<file path="config.mk">
export PLATFORM = sky130hd
export DESIGN_NAME = ciu_top
export DESIGN_NICKNAME = d
export VERILOG_FILES = /design/src/hdl/ciu_pkg.sv /design/src/hdl/ciu_sync.sv /design/src/hdl/ciu_stack.sv /design/src/hdl/ciu_top.sv
export SDC_FILE = /design/constraint.sdc
export NUM_CORES = 1
export LEC_CHECK = 0
export BUFFER_PORTS_ARGS = -buffer_cell sky130_fd_sc_hd__buf_2
export CELL_PAD_IN_SITES_DETAIL_PLACEMENT = 1
export CELL_PAD_IN_SITES_GLOBAL_PLACEMENT = 2
export CORE_MARGIN = 2
export CORE_UTILIZATION = 39
export CTS_CLUSTER_DIAMETER = 100
export DETAILED_ROUTE_END_ITERATION = 16
export GPL_ROUTABILITY_DRIVEN = 0
export GPL_TIMING_DRIVEN = 0
export PLACE_DENSITY = 0.77
export REMOVE_ABC_BUFFERS = 1
export SLEW_MARGIN = 15
export SYNTH_ARGS = -nofsm -noshare
export SYNTH_HDL_FRONTEND = slang
export SYNTH_SLANG_ARGS = --single-unit
</file>
<file path="constraint.sdc">
create_clock -name sys_clk_in -period 3.3 [get_ports sys_clk_in]
set_input_delay 0.495 -clock sys_clk_in [delete_from_list [all_inputs] [get_ports sys_clk_in]]
set_output_delay 0.495 -clock sys_clk_in [all_outputs]
set_load 0.01 [all_outputs]
</file>
<file path="src/hdl/ciu_pkg.sv">
// Purpose: shared constants and types of the cpu interrupt unit
// Assumes: one clock cycle is half a cpu t-state
// Notes:   source codes and option encodings used by ciu_top and the bench
package ciu_pkg;

  // ****************************************
  // sizes
  // ****************************************
  localparam int STACK_DEPTH = 12;
  localparam int PC_W        = 16;
  localparam int FLAG_W      = 4;
  localparam int BANK_W      = 4;
  localparam int VBASE_W     = 8;
  localparam int WAIT_W      = 3;
  localparam int STACK_W     = 1 + FLAG_W + BANK_W + PC_W;

  // ****************************************
  // timing
  // ****************************************
  localparam int CLK_PERIOD_PS        = 5000;
  localparam int CLKS_PER_TSTATE      = 2;
  localparam int REMOTE_DELAY_TSTATES = 2;
  localparam int REMOTE_DELAY_CLKS    = REMOTE_DELAY_TSTATES * CLKS_PER_TSTATE;

  // ****************************************
  // mask bit positions and reset values
  // ****************************************
  localparam int MASK_RX     = 0;
  localparam int MASK_TX     = 1;
  localparam int MASK_TURN   = 2;
  localparam int MASK_REMOTE = 3;
  localparam int MASK_TO     = 4;
  localparam logic [4:0] MASK_RESET = 5'h1f;
  localparam logic       GIE_RESET  = 1'b0;

  // ****************************************
  // vector source codes
  // ****************************************
  localparam logic [2:0] CODE_NMI    = 3'h7;
  localparam logic [2:0] CODE_RX     = 3'h1;
  localparam logic [2:0] CODE_TX     = 3'h2;
  localparam logic [2:0] CODE_TURN   = 3'h3;
  localparam logic [2:0] CODE_REMOTE = 3'h4;
  localparam logic [2:0] CODE_TO     = 3'h5;
  localparam logic [2:0] VEC_MID_PAD = 3'h0;
  localparam logic [1:0] VEC_LOW_PAD = 2'h0;

  // ****************************************
  // receiver select and enable options
  // ****************************************
  localparam logic [1:0] RXSEL_FULL   = 2'h0;
  localparam logic [1:0] RXSEL_BYTE   = 2'h1;
  localparam logic [1:0] RXSEL_ACTIVE = 2'h2;
  localparam logic [1:0] GIE_KEEP     = 2'h0;
  localparam logic [1:0] GIE_CLEAR    = 2'h1;
  localparam logic [1:0] GIE_SET      = 2'h2;
  localparam logic [1:0] GIE_RESTORE  = 2'h3;

  typedef enum logic [2:0] {
    CALL_IDLE = 3'h0,
    CALL_T1A  = 3'h1,
    CALL_T1B  = 3'h3,
    CALL_WAIT = 3'h2,
    CALL_T2A  = 3'h6,
    CALL_T2B  = 3'h7
  } ciu_call_type;

endpackage : ciu_pkg

</file>
<file path="src/hdl/ciu_sync.sv">
// Purpose: two-flop synchroniser for asynchronous pins
// Assumes: each bit is an independent level
// Notes:   first stage feeds only the second stage
`timescale 1ns/1ps
module ciu_sync #(
  parameter int W = 2
) (
  input  wire logic         sys_clk_in,
  input  wire logic         nrst_in,
  input  wire logic [W-1:0] async_in,
  output logic      [W-1:0] sync_out
);
  if (W < 1) begin : g_chk
    $error("ciu_sync width must be at least one");
  end

  typedef struct packed {
    logic [W-1:0] stage1;
    logic [W-1:0] stage2;
  } ciu_sync_type;

  ciu_sync_type s;
  ciu_sync_type next_s;

  always_comb begin
    next_s        = s;
    next_s.stage1 = async_in;
    next_s.stage2 = s.stage1;
  end

  // pins idle high, so the chain resets high to avoid a false edge
  always_ff @(posedge sys_clk_in or negedge nrst_in) begin
    if (!nrst_in) begin
      s <= '1;
    end else begin
      s <= next_s;
    end
  end

  assign sync_out = s.stage2;

endmodule : ciu_sync

</file>
<file path="src/hdl/ciu_stack.sv">
// Purpose: return address stack of saved call state
// Assumes: push and pop never arrive in the same cycle
// Notes:   push when full is dropped; pop when empty reads zero
`timescale 1ns/1ps
module ciu_stack #(
  parameter int DEPTH = ciu_pkg::STACK_DEPTH,
  parameter int W     = ciu_pkg::STACK_W
) (
  input  wire logic         sys_clk_in,
  input  wire logic         nrst_in,
  input  wire logic         push_in,
  input  wire logic         pop_in,
  input  wire logic [W-1:0] data_in,
  output logic      [W-1:0] top_out,
  output logic              full_out,
  output logic              empty_out
);
  if (DEPTH < 2 || DEPTH > 15) begin : g_chk
    $error("ciu_stack depth must be 2 to 15");
  end

  typedef struct packed {
    logic [DEPTH-1:0][W-1:0] mem;
    logic [3:0]              count;
    logic                    full;
  } ciu_stack_type;

  ciu_stack_type s;
  ciu_stack_type next_s;

  always_comb begin
    next_s = s;
    if (push_in && !full_out) begin
      next_s.mem[s.count] = data_in;
      next_s.count        = s.count + 4'h1;
    end else if (pop_in && !empty_out) begin
      next_s.count = s.count - 4'h1;
    end
    // full is registered so the flag leaves the unit straight from a flop
    next_s.full = (next_s.count == 4'(DEPTH));
  end

  always_ff @(posedge sys_clk_in or negedge nrst_in) begin
    if (!nrst_in) begin
      s <= '0;
    end else begin
      s <= next_s;
    end
  end

  assign full_out  = s.full;
  assign empty_out = (s.count == 4'h0);
  assign top_out   = empty_out ? '0 : s.mem[s.count - 4'h1];

endmodule : ciu_stack

</file>
<file path="src/hdl/ciu_top.sv">
// Purpose: interrupt unit of an 8-bit communications cpu
// Assumes: one clock is half a t-state; control strobes come from same-clock cpu logic
// Notes:   decision is taken on the sample marked by instr_boundary_in
`timescale 1ns/1ps
module ciu_top (
  input  wire logic                         sys_clk_in,
  input  wire logic                         nrst_in,
  input  wire logic                         nmi_n_in,
  input  wire logic                         remote_irq_pin_in,
  output logic                              remote_irq_pin_out,
  output logic                              remote_irq_pin_oe_out,
  input  wire logic                         remote_line_direction_sel_in,
  input  wire logic                         remote_ack_write_in,
  input  wire logic                         irq_control_wr_in,
  input  wire logic [4:0]                   irq_control_mask_in,
  input  wire logic                         rx_select_hi_in,
  input  wire logic                         rx_select_lo_in,
  input  wire logic                         rx_fifo_full_source_in,
  input  wire logic                         rx_byte_ready_source_in,
  input  wire logic                         rx_active_source_in,
  input  wire logic                         tx_fifo_empty_irq_in,
  input  wire logic                         line_turnaround_irq_in,
  input  wire logic                         timeout_irq_in,
  input  wire logic                         gie_wr_in,
  input  wire logic                         gie_data_in,
  input  wire logic                         bank_swap_op_in,
  input  wire logic                         subroutine_exit_op_in,
  input  wire logic                         fast_subroutine_exit_op_in,
  input  wire logic [1:0]                   gie_option_in,
  input  wire logic [ciu_pkg::VBASE_W-1:0]  vector_base_reg_in,
  input  wire logic [ciu_pkg::WAIT_W-1:0]   wait_config_reg_in,
  input  wire logic                         instr_boundary_in,
  input  wire logic                         instr_start_in,
  input  wire logic [ciu_pkg::PC_W-1:0]     next_pc_in,
  input  wire logic [ciu_pkg::FLAG_W-1:0]   alu_flags_in,
  input  wire logic [ciu_pkg::BANK_W-1:0]   bank_pos_in,
  output logic                              global_irq_enable_out,
  output logic                              rx_source_mask_out,
  output logic                              tx_empty_mask_out,
  output logic                              turnaround_mask_out,
  output logic                              remote_line_mask_out,
  output logic                              timeout_mask_out,
  output logic                              remote_ack_status_bit_out,
  output logic                              remote_pin_mirror_bit_out,
  output logic                              suppress_instr_out,
  output logic                              irq_call_out,
  output logic                              call_done_out,
  output logic [ciu_pkg::PC_W-1:0]          vector_out,
  output logic [ciu_pkg::PC_W-1:0]          return_pc_out,
  output logic [ciu_pkg::FLAG_W-1:0]        return_flags_out,
  output logic [ciu_pkg::BANK_W-1:0]        return_bank_out,
  output logic                              return_valid_out,
  output logic                              stack_full_out
);
  localparam int ND = ciu_pkg::REMOTE_DELAY_CLKS;

  typedef struct packed {
    ciu_pkg::ciu_call_type            call;
    logic [3:0]                       wait_cnt;
    logic                             global_irq_enable;
    logic [4:0]                       mask;
    logic [ND-1:0]                    pin_line;
    logic                             pin_oe;
    logic                             mirror;
    logic                             nmi_prev;
    logic                             nmi_pend;
    logic                             suppress;
    logic                             call_done;
    logic [2:0]                       code;
    logic [ciu_pkg::PC_W-1:0]         vector;
    logic [ciu_pkg::PC_W-1:0]         ret_pc;
    logic [ciu_pkg::FLAG_W-1:0]       ret_flags;
    logic [ciu_pkg::BANK_W-1:0]       ret_bank;
    logic                             ret_valid;
  } ciu_top_state_type;

  ciu_top_state_type s;
  ciu_top_state_type next_s;

  // ****************************************
  // pins, stack
  // ****************************************
  logic [1:0]                  pin_sync;
  logic                        nmi_sync;
  logic                        remote_sync;
  logic                        push;
  logic                        pop;
  logic                        stack_full;
  logic [ciu_pkg::STACK_W-1:0] stack_top;

  ciu_sync #(.W(2)) u_sync (
    .sys_clk_in     (sys_clk_in),
    .nrst_in        (nrst_in),
    .async_in       ({nmi_n_in, remote_irq_pin_in}),
    .sync_out       (pin_sync)
  );
  assign nmi_sync    = pin_sync[1];
  assign remote_sync = pin_sync[0];

  ciu_stack #(.DEPTH(ciu_pkg::STACK_DEPTH), .W(ciu_pkg::STACK_W)) u_stack (
    .sys_clk_in (sys_clk_in),
    .nrst_in    (nrst_in),
    .push_in    (push),
    .pop_in     (pop),
    .data_in    ({s.global_irq_enable, alu_flags_in, bank_pos_in, next_pc_in}),
    .top_out    (stack_top),
    .full_out   (stack_full),
    .empty_out  ()
  );

  // ****************************************
  // request selection
  // ****************************************
  logic       rx_src;
  logic       remote_src;
  logic [5:0] req;
  logic       recognize;
  logic [2:0] win_code;

  always_comb begin
    rx_src = 1'b0;
    case ({rx_select_hi_in, rx_select_lo_in})
      ciu_pkg::RXSEL_FULL:   rx_src = rx_fifo_full_source_in;
      ciu_pkg::RXSEL_BYTE:   rx_src = rx_byte_ready_source_in;
      ciu_pkg::RXSEL_ACTIVE: rx_src = rx_active_source_in;
      default:               rx_src = 1'b0;
    endcase
    // remote level only counts as a request in input mode
    remote_src = !remote_line_direction_sel_in && !remote_sync;
    // and by global enable, except nmi
    // one in a mask blocks its source
    // held request is simply seen again once unmasked
    req[0] = s.nmi_pend;
    req[1] = s.global_irq_enable && rx_src && !s.mask[ciu_pkg::MASK_RX];
    req[2] = s.global_irq_enable && tx_fifo_empty_irq_in && !s.mask[ciu_pkg::MASK_TX];
    req[3] = s.global_irq_enable && line_turnaround_irq_in && !s.mask[ciu_pkg::MASK_TURN];
    req[4] = s.global_irq_enable && remote_src && !s.mask[ciu_pkg::MASK_REMOTE];
    req[5] = s.global_irq_enable && timeout_irq_in && !s.mask[ciu_pkg::MASK_TO];
    if (req[0]) begin
      win_code = ciu_pkg::CODE_NMI;
    end else if (req[1]) begin
      win_code = ciu_pkg::CODE_RX;
    end else if (req[2]) begin
      win_code = ciu_pkg::CODE_TX;
    end else if (req[3]) begin
      win_code = ciu_pkg::CODE_TURN;
    end else if (req[4]) begin
      win_code = ciu_pkg::CODE_REMOTE;
    end else begin
      win_code = ciu_pkg::CODE_TO;
    end
    recognize = (s.call == ciu_pkg::CALL_IDLE) && instr_boundary_in && (|req);
    push      = recognize;
    pop       = (s.call == ciu_pkg::CALL_IDLE) && !recognize
                && (subroutine_exit_op_in || fast_subroutine_exit_op_in);
  end

  // ****************************************
  // next state
  // ****************************************
  always_comb begin
    next_s           = s;
    next_s.call_done = 1'b0;
    next_s.nmi_prev  = nmi_sync;
    next_s.pin_oe    = remote_line_direction_sel_in;
    // pin level follows the remote mask
    next_s.pin_line  = {s.pin_line[ND-2:0], s.mask[ciu_pkg::MASK_REMOTE]};
    // mirror sampled at the start of each instruction
    if (instr_start_in) begin
      next_s.mirror = remote_sync;
    end
    // remote acknowledge toggles; a cpu write in the same cycle wins
    if (remote_line_direction_sel_in && remote_ack_write_in) begin
      next_s.mask[ciu_pkg::MASK_REMOTE] = !s.mask[ciu_pkg::MASK_REMOTE];
    end
    if (irq_control_wr_in) begin
      next_s.mask = irq_control_mask_in;
    end
    if (gie_wr_in) begin
      next_s.global_irq_enable = gie_data_in;
    end
    if (bank_swap_op_in && gie_option_in == ciu_pkg::GIE_CLEAR) begin
      next_s.global_irq_enable = 1'b0;
    end else if (bank_swap_op_in && gie_option_in == ciu_pkg::GIE_SET) begin
      next_s.global_irq_enable = 1'b1;
    end
    // exit ops pop and may restore the enable
    next_s.ret_valid = pop;
    if (pop) begin
      {next_s.ret_flags, next_s.ret_bank, next_s.ret_pc} = stack_top[ciu_pkg::STACK_W-2:0];
      case (gie_option_in)
        ciu_pkg::GIE_CLEAR:   next_s.global_irq_enable = 1'b0;
        ciu_pkg::GIE_SET:     next_s.global_irq_enable = 1'b1;
        ciu_pkg::GIE_RESTORE: next_s.global_irq_enable = stack_top[ciu_pkg::STACK_W-1];
        default:              next_s.global_irq_enable = next_s.global_irq_enable;
      endcase
    end
    // clear on recognition, but a new edge in that cycle wins
    if (recognize && win_code == ciu_pkg::CODE_NMI) begin
      next_s.nmi_pend = 1'b0;
    end
    if (s.nmi_prev && !nmi_sync) begin
      next_s.nmi_pend = 1'b1;
    end
    case (s.call)
      ciu_pkg::CALL_IDLE: begin
        // suppress next instruction, state pushed by the stack
        if (recognize) begin
          next_s.call     = ciu_pkg::CALL_T1A;
          next_s.suppress = 1'b1;
          next_s.code     = win_code;
          next_s.vector   = {vector_base_reg_in, ciu_pkg::VEC_MID_PAD, win_code, ciu_pkg::VEC_LOW_PAD};
        end
      end
      ciu_pkg::CALL_T1A: begin
        // at the end of the first half of T1
        next_s.global_irq_enable  = 1'b0;
        next_s.call = ciu_pkg::CALL_T1B;
      end
      ciu_pkg::CALL_T1B: begin
        // wait states, counted in half t-states
        if (wait_config_reg_in != '0) begin
          next_s.call     = ciu_pkg::CALL_WAIT;
          next_s.wait_cnt = 4'({wait_config_reg_in, 1'b0} - 4'h1);
        end else begin
          next_s.call = ciu_pkg::CALL_T2A;
        end
      end
      ciu_pkg::CALL_WAIT: begin
        if (s.wait_cnt == 4'h0) begin
          next_s.call = ciu_pkg::CALL_T2A;
        end else begin
          next_s.wait_cnt = s.wait_cnt - 4'h1;
        end
      end
      ciu_pkg::CALL_T2A: begin
        next_s.call = ciu_pkg::CALL_T2B;
      end
      ciu_pkg::CALL_T2B: begin
        next_s.call      = ciu_pkg::CALL_IDLE;
        next_s.suppress  = 1'b0;
        next_s.call_done = 1'b1;
      end
      default: begin
        next_s.call     = ciu_pkg::CALL_IDLE;
        next_s.suppress = 1'b0;
      end
    endcase
  end

  always_ff @(posedge sys_clk_in or negedge nrst_in) begin
    if (!nrst_in) begin
      s          <= '0;
      s.global_irq_enable      <= ciu_pkg::GIE_RESET;
      s.mask     <= ciu_pkg::MASK_RESET;
      s.pin_line <= '1;
      s.mirror   <= 1'b1;
      s.nmi_prev <= 1'b1;
    end else begin
      s <= next_s;
    end
  end

  // ****************************************
  // outputs
  // ****************************************
  assign remote_irq_pin_out        = s.pin_line[ND-1];
  assign remote_irq_pin_oe_out     = s.pin_oe;
  assign global_irq_enable_out     = s.global_irq_enable;
  assign rx_source_mask_out        = s.mask[ciu_pkg::MASK_RX];
  assign tx_empty_mask_out         = s.mask[ciu_pkg::MASK_TX];
  assign turnaround_mask_out       = s.mask[ciu_pkg::MASK_TURN];
  assign remote_line_mask_out      = s.mask[ciu_pkg::MASK_REMOTE];
  assign timeout_mask_out          = s.mask[ciu_pkg::MASK_TO];
  assign remote_ack_status_bit_out = s.mask[ciu_pkg::MASK_REMOTE];
  assign remote_pin_mirror_bit_out = s.mirror;
  assign suppress_instr_out        = s.suppress;
  assign irq_call_out              = s.suppress;
  assign call_done_out             = s.call_done;
  assign vector_out                = s.vector;
  assign return_pc_out             = s.ret_pc;
  assign return_flags_out          = s.ret_flags;
  assign return_bank_out           = s.ret_bank;
  assign return_valid_out          = s.ret_valid;
  assign stack_full_out            = stack_full;
endmodule : ciu_top

</file>
# == Yosys cells after proc, flatten, opt, wreduce, memory -nomap -nowiden ==
# Cells that the tools add are included.
# W data, S select, Z words.
# word_totals
ff_bits,368
latch_bits,0
ram_bits,0
mem_bits_ro,0
output_inout_bits,55
elab_cells,140
mem_count,0
# classes
add_sub_neg,4
n_mul,0
div_mod_pow,0
magnitude_cmp,3
n_eq_ne,16
shift,0
n_mux,34
n_bitwise,1
reduce_logical,49
# op_table
operator,n
$bwmux W300,1
$bmux W25 S4,1
$demux W25 S4,1
$mux W25,3
$logic_and A1 B1 Y1,23
$mux W3,7
$mux W4,5
$pmux W3 S5,1
$sub A4 B1 Y4 const B,3
$logic_not A1 Y1,11
$mux W1,11
$lt A4 B5 Y1 const B,2
$eq A3 B3 Y1 const B,3
$logic_not A4 Y1,2
$ne A2 B2 Y1 const B,4
$pmux W4 S2,1
$eq A2 B2 Y1 const B,3
$eq A3 B2 Y1 const B,2
$pmux W1 S3,2
$reduce_and A2 Y1,3
$reduce_bool A2 Y1,3
$reduce_or A6 Y1,1
$add A4 B1 Y4 const B,1
$eq A2 B1 Y1 const B,2
11 further kinds,11

# == Depth between registers and ports, before layout ==
# logic_depth
ltp_word,13
ltp_mapped,12
ltp_nobuf,8

# == Hierarchy ==
# Synthesis repeated with hierarchy kept, for this count alone.
# hier_totals
cells_unflattened,1129
area_unflattened_um2,16915.0
# by_module_without_submodules
mod,instances,cells_each,area_each_um2,seq_area_each_um2
ciu_stack,1,888,14005.9,7632.3
ciu_top,1,237,2803.9,1490.2
ciu_sync,1,4,105.1,105.1

# == Worst setup path after synthesis ==
# OpenSTA, ideal clock, no wires.
# synth_path
path_type,reg2reg
from,register u_stack.s[1] (netlist bit)
to,register s (netlist bit return_bank_out[2])
setup_time_ns,0.135
arrival_ns,2.928
t_required_ns,3.165
setup_slack_ns,0.238
path_stages_with_launch,12
n_path_buf,6
period_less_slack_ns,3.062
cell_sequence,dfrtp_1 clkbuf_1 buf_2 buf_2 inv_1 ha_1 clkbuf_1 buf_1 clkbuf_1 mux4_2 a31oi_1 o31ai_1
# synth_between
elab_chain_cells,4
word_cells_on_any_way,5
cone_classes,add/sub (1); mux (3); reduce/logical (1)
# synth_lines
item,line,source
"start, declared",ciu_stack.sv:28,ciu_stack_type s;
"start signal, assigned",ciu_stack.sv:47,s <= next_s;
$sub A4 B1 Y4,ciu_stack.sv:53,assign top_out = empty_out ? '0 : s.mem[s.count - 4'h1];
$bmux W25 S4,ciu_stack.sv:53,
$mux W25 (not written as such),ciu_stack.sv:53,
$mux W25 (*),ciu_stack.sv:53,
"end signal, assigned",ciu_top.sv:260,s <= next_s;
"end, declared",ciu_top.sv:77,ciu_top_state_type s;
# Every way passes the cells marked *; elsewhere a longest branch is shown, timed or not. The select of a mux whose other input is x is not followed.
# A chain may end at the register's enable or synchronous reset.

# == Final worst setup path ==
# layout_path
from,register u_stack.s[1] (netlist bit)
to,register u_stack.s[16] (netlist bit)
# layout_between
elab_chain_cells,5
word_cells_on_any_way,6
cone_classes,order compare (2); mux (3); reduce/logical (1)
# layout_lines
item,line,source
$lt A4 B5 Y1 (not written as such) or $ge A4 B1 Y1 (tied branches),ciu_stack.sv:34,next_s.mem[s.count] = data_in;
$logic_and A1 B1 Y1 (not written as such),ciu_stack.sv:34,
$mux W25 (not written as such),ciu_stack.sv:34,
$demux W25 S4 (*),-,
$bwmux W300 (*),ciu_stack.sv:34,
# Every way passes the cells marked *; elsewhere a longest branch is shown, timed or not.

==> metrics.md <==
| Metric | Value |
|---|---|
| Post-synthesis mux area share | `30.39%` |
| Vias in the first global route | `about 11000` |
| Reg power frac | `slightly below 40%` |
| Warnings from Yosys | `0` |
| Final hold vios | `0` |
| Crit path DAT | `between 3 and 4 ns` |
| Post-Synth XOR/XNOR Area | `less than 1%` |
| H-tree Lvls | `2` |
| Post-synthesis simple-gate area fraction | `4.360%` |
| Row count | `76` |
| Num ports | `between 100 and 150` |
| Vias | `roughly 9700` |
| Post-route non-filler standard cell count | `approximately 1900` |
| Layout overhead on the synthesized area | `15.26%` |
| Final #Nets | `roughly 1300` |
| Final setup vio count | `0` |
| HPWL after DPL | `between 20 and 25 mm` |
| Final worst slack | `0.2061 ns` |
| Psw | `6.054 mW` |
| Clock share of power | `a little over a quarter` |
| Clock Path Buffers | `3` |
| Actual slew at the worst max-slew pin | `about 1.1 ns` |
| Vias per cell | `around 5.2` |
| Crit-path slowest cell | `and2_2` |
| Synthesized area | `between 15000 and 20000 sq um` |
| Reg2reg setup slack | `between 0.2 and 0.25 ns` |
| Clock latency on the worst-skew pair | `between 0.5 and 0.6 ns` |
| Root buf cell | `clkbuf_16` |
| Pwr/cell area | `963.6 nW/um^2` |
| Hold path startpoint | `remote_irq_pin_in` |
| Required time of the critical path | `3.72 ns` |
| Critical Path Start Type | `flop` |
| Rel. slew slack | `around 29%` |
| Sw Ratio | `between 30% and 40%` |
| CP bufs+invs | `2` |
| Global route overflow | `0` |
| Die width | `211.8 microns` |
| Family with the most delay on the worst path | `simple AND/OR/NAND/NOR gates` |
| Synthesized instance count | `approximately 1200` |
| Core area | `42890 sq um` |
| Full die area | `~45000 sq um` |
| Max incr delay on CP | `roughly 0.7 ns` |
| RSZ-0062 raised after global routing | `no` |
| Diodes inserted | `0` |
| Pwr Total | `between 15 and 20 mW` |
| P_leak | `9.166 nW` |
| Fin crit share | `a little over nine tenths` |
| # DRC | `0` |
| Overall global routing resource usage | `17.91%` |
| Crit path depth | `6` |
| VDD IR max | `roughly 0.7 mV` |
| CTS buffer count | `42` |
| Comb pwr share | `35.3%` |
| Post-synthesis sequential area ratio | `54.78%` |
| Drt total wl | `39.10 mm` |
| Fmax | `323.2 MHz` |
| #FFs+latches synth | `around 370` |
| Crit Path Class | `reg2reg` |
| Fillers | `approximately 4300` |
| Sink Count | `roughly 370` |
| Buffers on Ports | `113` |
| Hold path depth | `1` |
| Netlist cell types | `55` |
| Starting density of the core | `39.28%` |
| Die Height | `211.8 microns` |
| Largest net degree at the start of global routing | `105` |
| P_int | `12.65 mW` |
| Syn_area_per_cell | `between 10 and 15 sq um` |
| CTS tree | `yes` |
| Fin Clk Skew | `0.01457 ns` |
| Initial antenna violation count | `0` |
| Critical Path End Type | `flop` |
| # placed instances | `about 1800` |
| CP Cell Sequence | `buf_16 > inv_1 > ha_4 > and2_2 > nand2_4 > mux2_2` |
| First-pass GRT wire length | `~62 mm` |
| Worst reg2reg endpoint | `u_stack.s[16]` |
| Post-synthesis compound-gate area fraction | `4.605%` |
| Combinational family with the most area after synthesis | `multiplexers` |
| RR Startpoint | `u_stack.s[1]` |
| 1st-pass router iterations | `4` |
| Count of final max-slew check failures | `0` |
| Hold EP | `u_sync.next_s[0]` |
| Worst Path Max Fanout | `35` |
| Worst hold margin | `~0.054 ns` |
| Fin util | `between 40 and 50%` |
| Max-cap viol count | `0` |
| Drt wl/cell | `between 20 and 25 microns` |
| Crit path time final | `slightly above 3 ns` |
| DRT iter0 DRCs | `between 400 and 500` |
| Outcome | `completed` |
| Reg2reg path depth | `6` |
| Antenna-violating nets left | `0` |
| Clock transition at the registers of the reported paths | `0.06 ns` |
| Post-Place Worst Slack | `-0.8545 ns` |
| Share of layout cells above drive strength 1 | `between 40 and 50%` |
| Post-Synth Adder-Cell Area | `less than 1%` |
| Min-delay worst type | `in2reg` |
## how the worst max path moves through the flow
stage                                  from                 end  slack (ns)
2_1_floorplan                  u_stack.s[1]  return_bank_out[0]       -3.04
3_3_place_gp                   u_stack.s[1]    return_pc_out[6]       -7.76
3_5_place_dp   remote_line_direction_sel_in       u_stack.s[47]       -0.85
4_1_cts                        u_stack.s[1]   return_pc_out[10]        0.06
5_1_grt                        u_stack.s[1]       u_stack.s[16]        0.02
6_report                       u_stack.s[1]       u_stack.s[16]        0.21
## power by group through the flow
stage / registers (mW) / logic (mW) / clock network (mW)
after global placement: 7.28 / 4.89 / 0
after global routing: 7.46 / 7.17 / 5.18
after CTS: 7.24 / 6.59 / 5.00
after detailed placement: 7.30 / 6.50 / 0
final: 7.23 / 6.61 / 4.86
after floorplan: 7.27 / 4.10 / 0
## what timing repair did
item,CTS,global route
endpoints found under the hold margin,79,0
setup endpoints to repair,293,7
setup buffers,3,1
hold buffers,1,0
resized for setup,6,1
pin swaps,1,1
## cell usage after synthesis, drive strengths merged
master | number | share of area [%]
and4bb | 1 | 0.074
o21ai | 23 | 0.68
a211o | 1 | 0.052
nor3b | 1 | 0.045
nor2 | 15 | 0.33
conb | 1 | 0.022
mux2 | 302 | 20
and2 | 2 | 0.074
o211ai | 1 | 0.045
a31o | 1 | 0.052
a311o | 1 | 0.059
o21a | 1 | 0.045
ha | 7 | 0.52
clkbuf | 58 | 1.3
o31ai | 24 | 1.1
and3b | 1 | 0.052
a311oi | 1 | 0.052
xor2 | 2 | 0.10
mux2i | 3 | 0.18
nor4 | 1 | 0.037
nor2b | 2 | 0.074
nand3 | 10 | 0.74
o22ai | 1 | 0.037
a211oi | 3 | 0.16
dfrtp | 353 | 52
xnor2 | 4 | 0.21
a21oi | 36 | 1.1
a221o | 1 | 0.059
a2bb2oi | 1 | 0.052
nor3 | 6 | 0.25
a41o | 1 | 0.059
o32a | 1 | 0.059
and3 | 4 | 0.15
mux4 | 75 | 10
a31oi | 24 | 0.89
buf | 80 | 3.4
nand2 | 97 | 2.2
dfstp | 15 | 2.3
inv | 15 | 0.33
nand2b | 7 | 0.26
nor4b | 1 | 0.052
nand3b | 1 | 0.045
a22o | 2 | 0.10
a32oi | 1 | 0.052
## layer usage
| layer | track usage, % | wire length [microns] | up-vias |
|---|---|---|---|
| met5 | 0 | 0 | - |
| met1 | 25.06 | 18280 | 5159 |
| met4 | 4.371 | 706 | 0 |
| li1 | - | - | 4362 |
| met2 | 29.46 | 18770 | 157 |
| met3 | 2.670 | 1338 | 50 |
## flip-flops by register name (all words and copies together), names as in the netlist, 2 cells and up
signal,count
return_pc_out,16
u_sync.sync_out,2
vector_out,11
u_stack.s,304
return_flags_out,4
next_s,3
return_bank_out,4
s,8
u_sync.next_s,2
## per-stage QoR
step	cell area [sq um]	TNS, ns
CTS	19380	0
global route	19410	0
global placement	17370	-3189.05
floorplan	16070	-465.60
finish	19410	0
detailed placement	17840	-142.44
## area by class of cell
type	instances	area (sq um)	share of cell area, %
Clock buffer	58	1222	6.296
Clock inverter	19	227.7	1.173
Inverter	15	56.30	0.2900
Multi-Input combinational cell	671	6904	35.56
Sequential cell	368	9231	47.55
Tap cell	585	732.0	3.770
Timing Repair Buffer	137	1041	5.362
## cells by family (layout without fill, tap and decap cells)
logic type,count (synthesis),count (layout)
fa+ha+maj,7,7
simple gates,149,149
compound gates,124,124
other cells,1,5
xor+xnor,6,6
buf+inv,153,229
mux,380,380
flops,368,368
## layout by cell type (no fill, tap or decap), drive strengths merged, types with 13 or more instances in the layout
cell type and instances:
o31ai 24, clkbuf 58, mux2 302, nor2 15
mux4 75, dfstp 15, a31oi 24, a21oi 36
inv 16, clkinv 13, buf 136, o21ai 23
nand2 97, dfrtp 353
No activity file was read; power rests on OpenSTA's default activity.
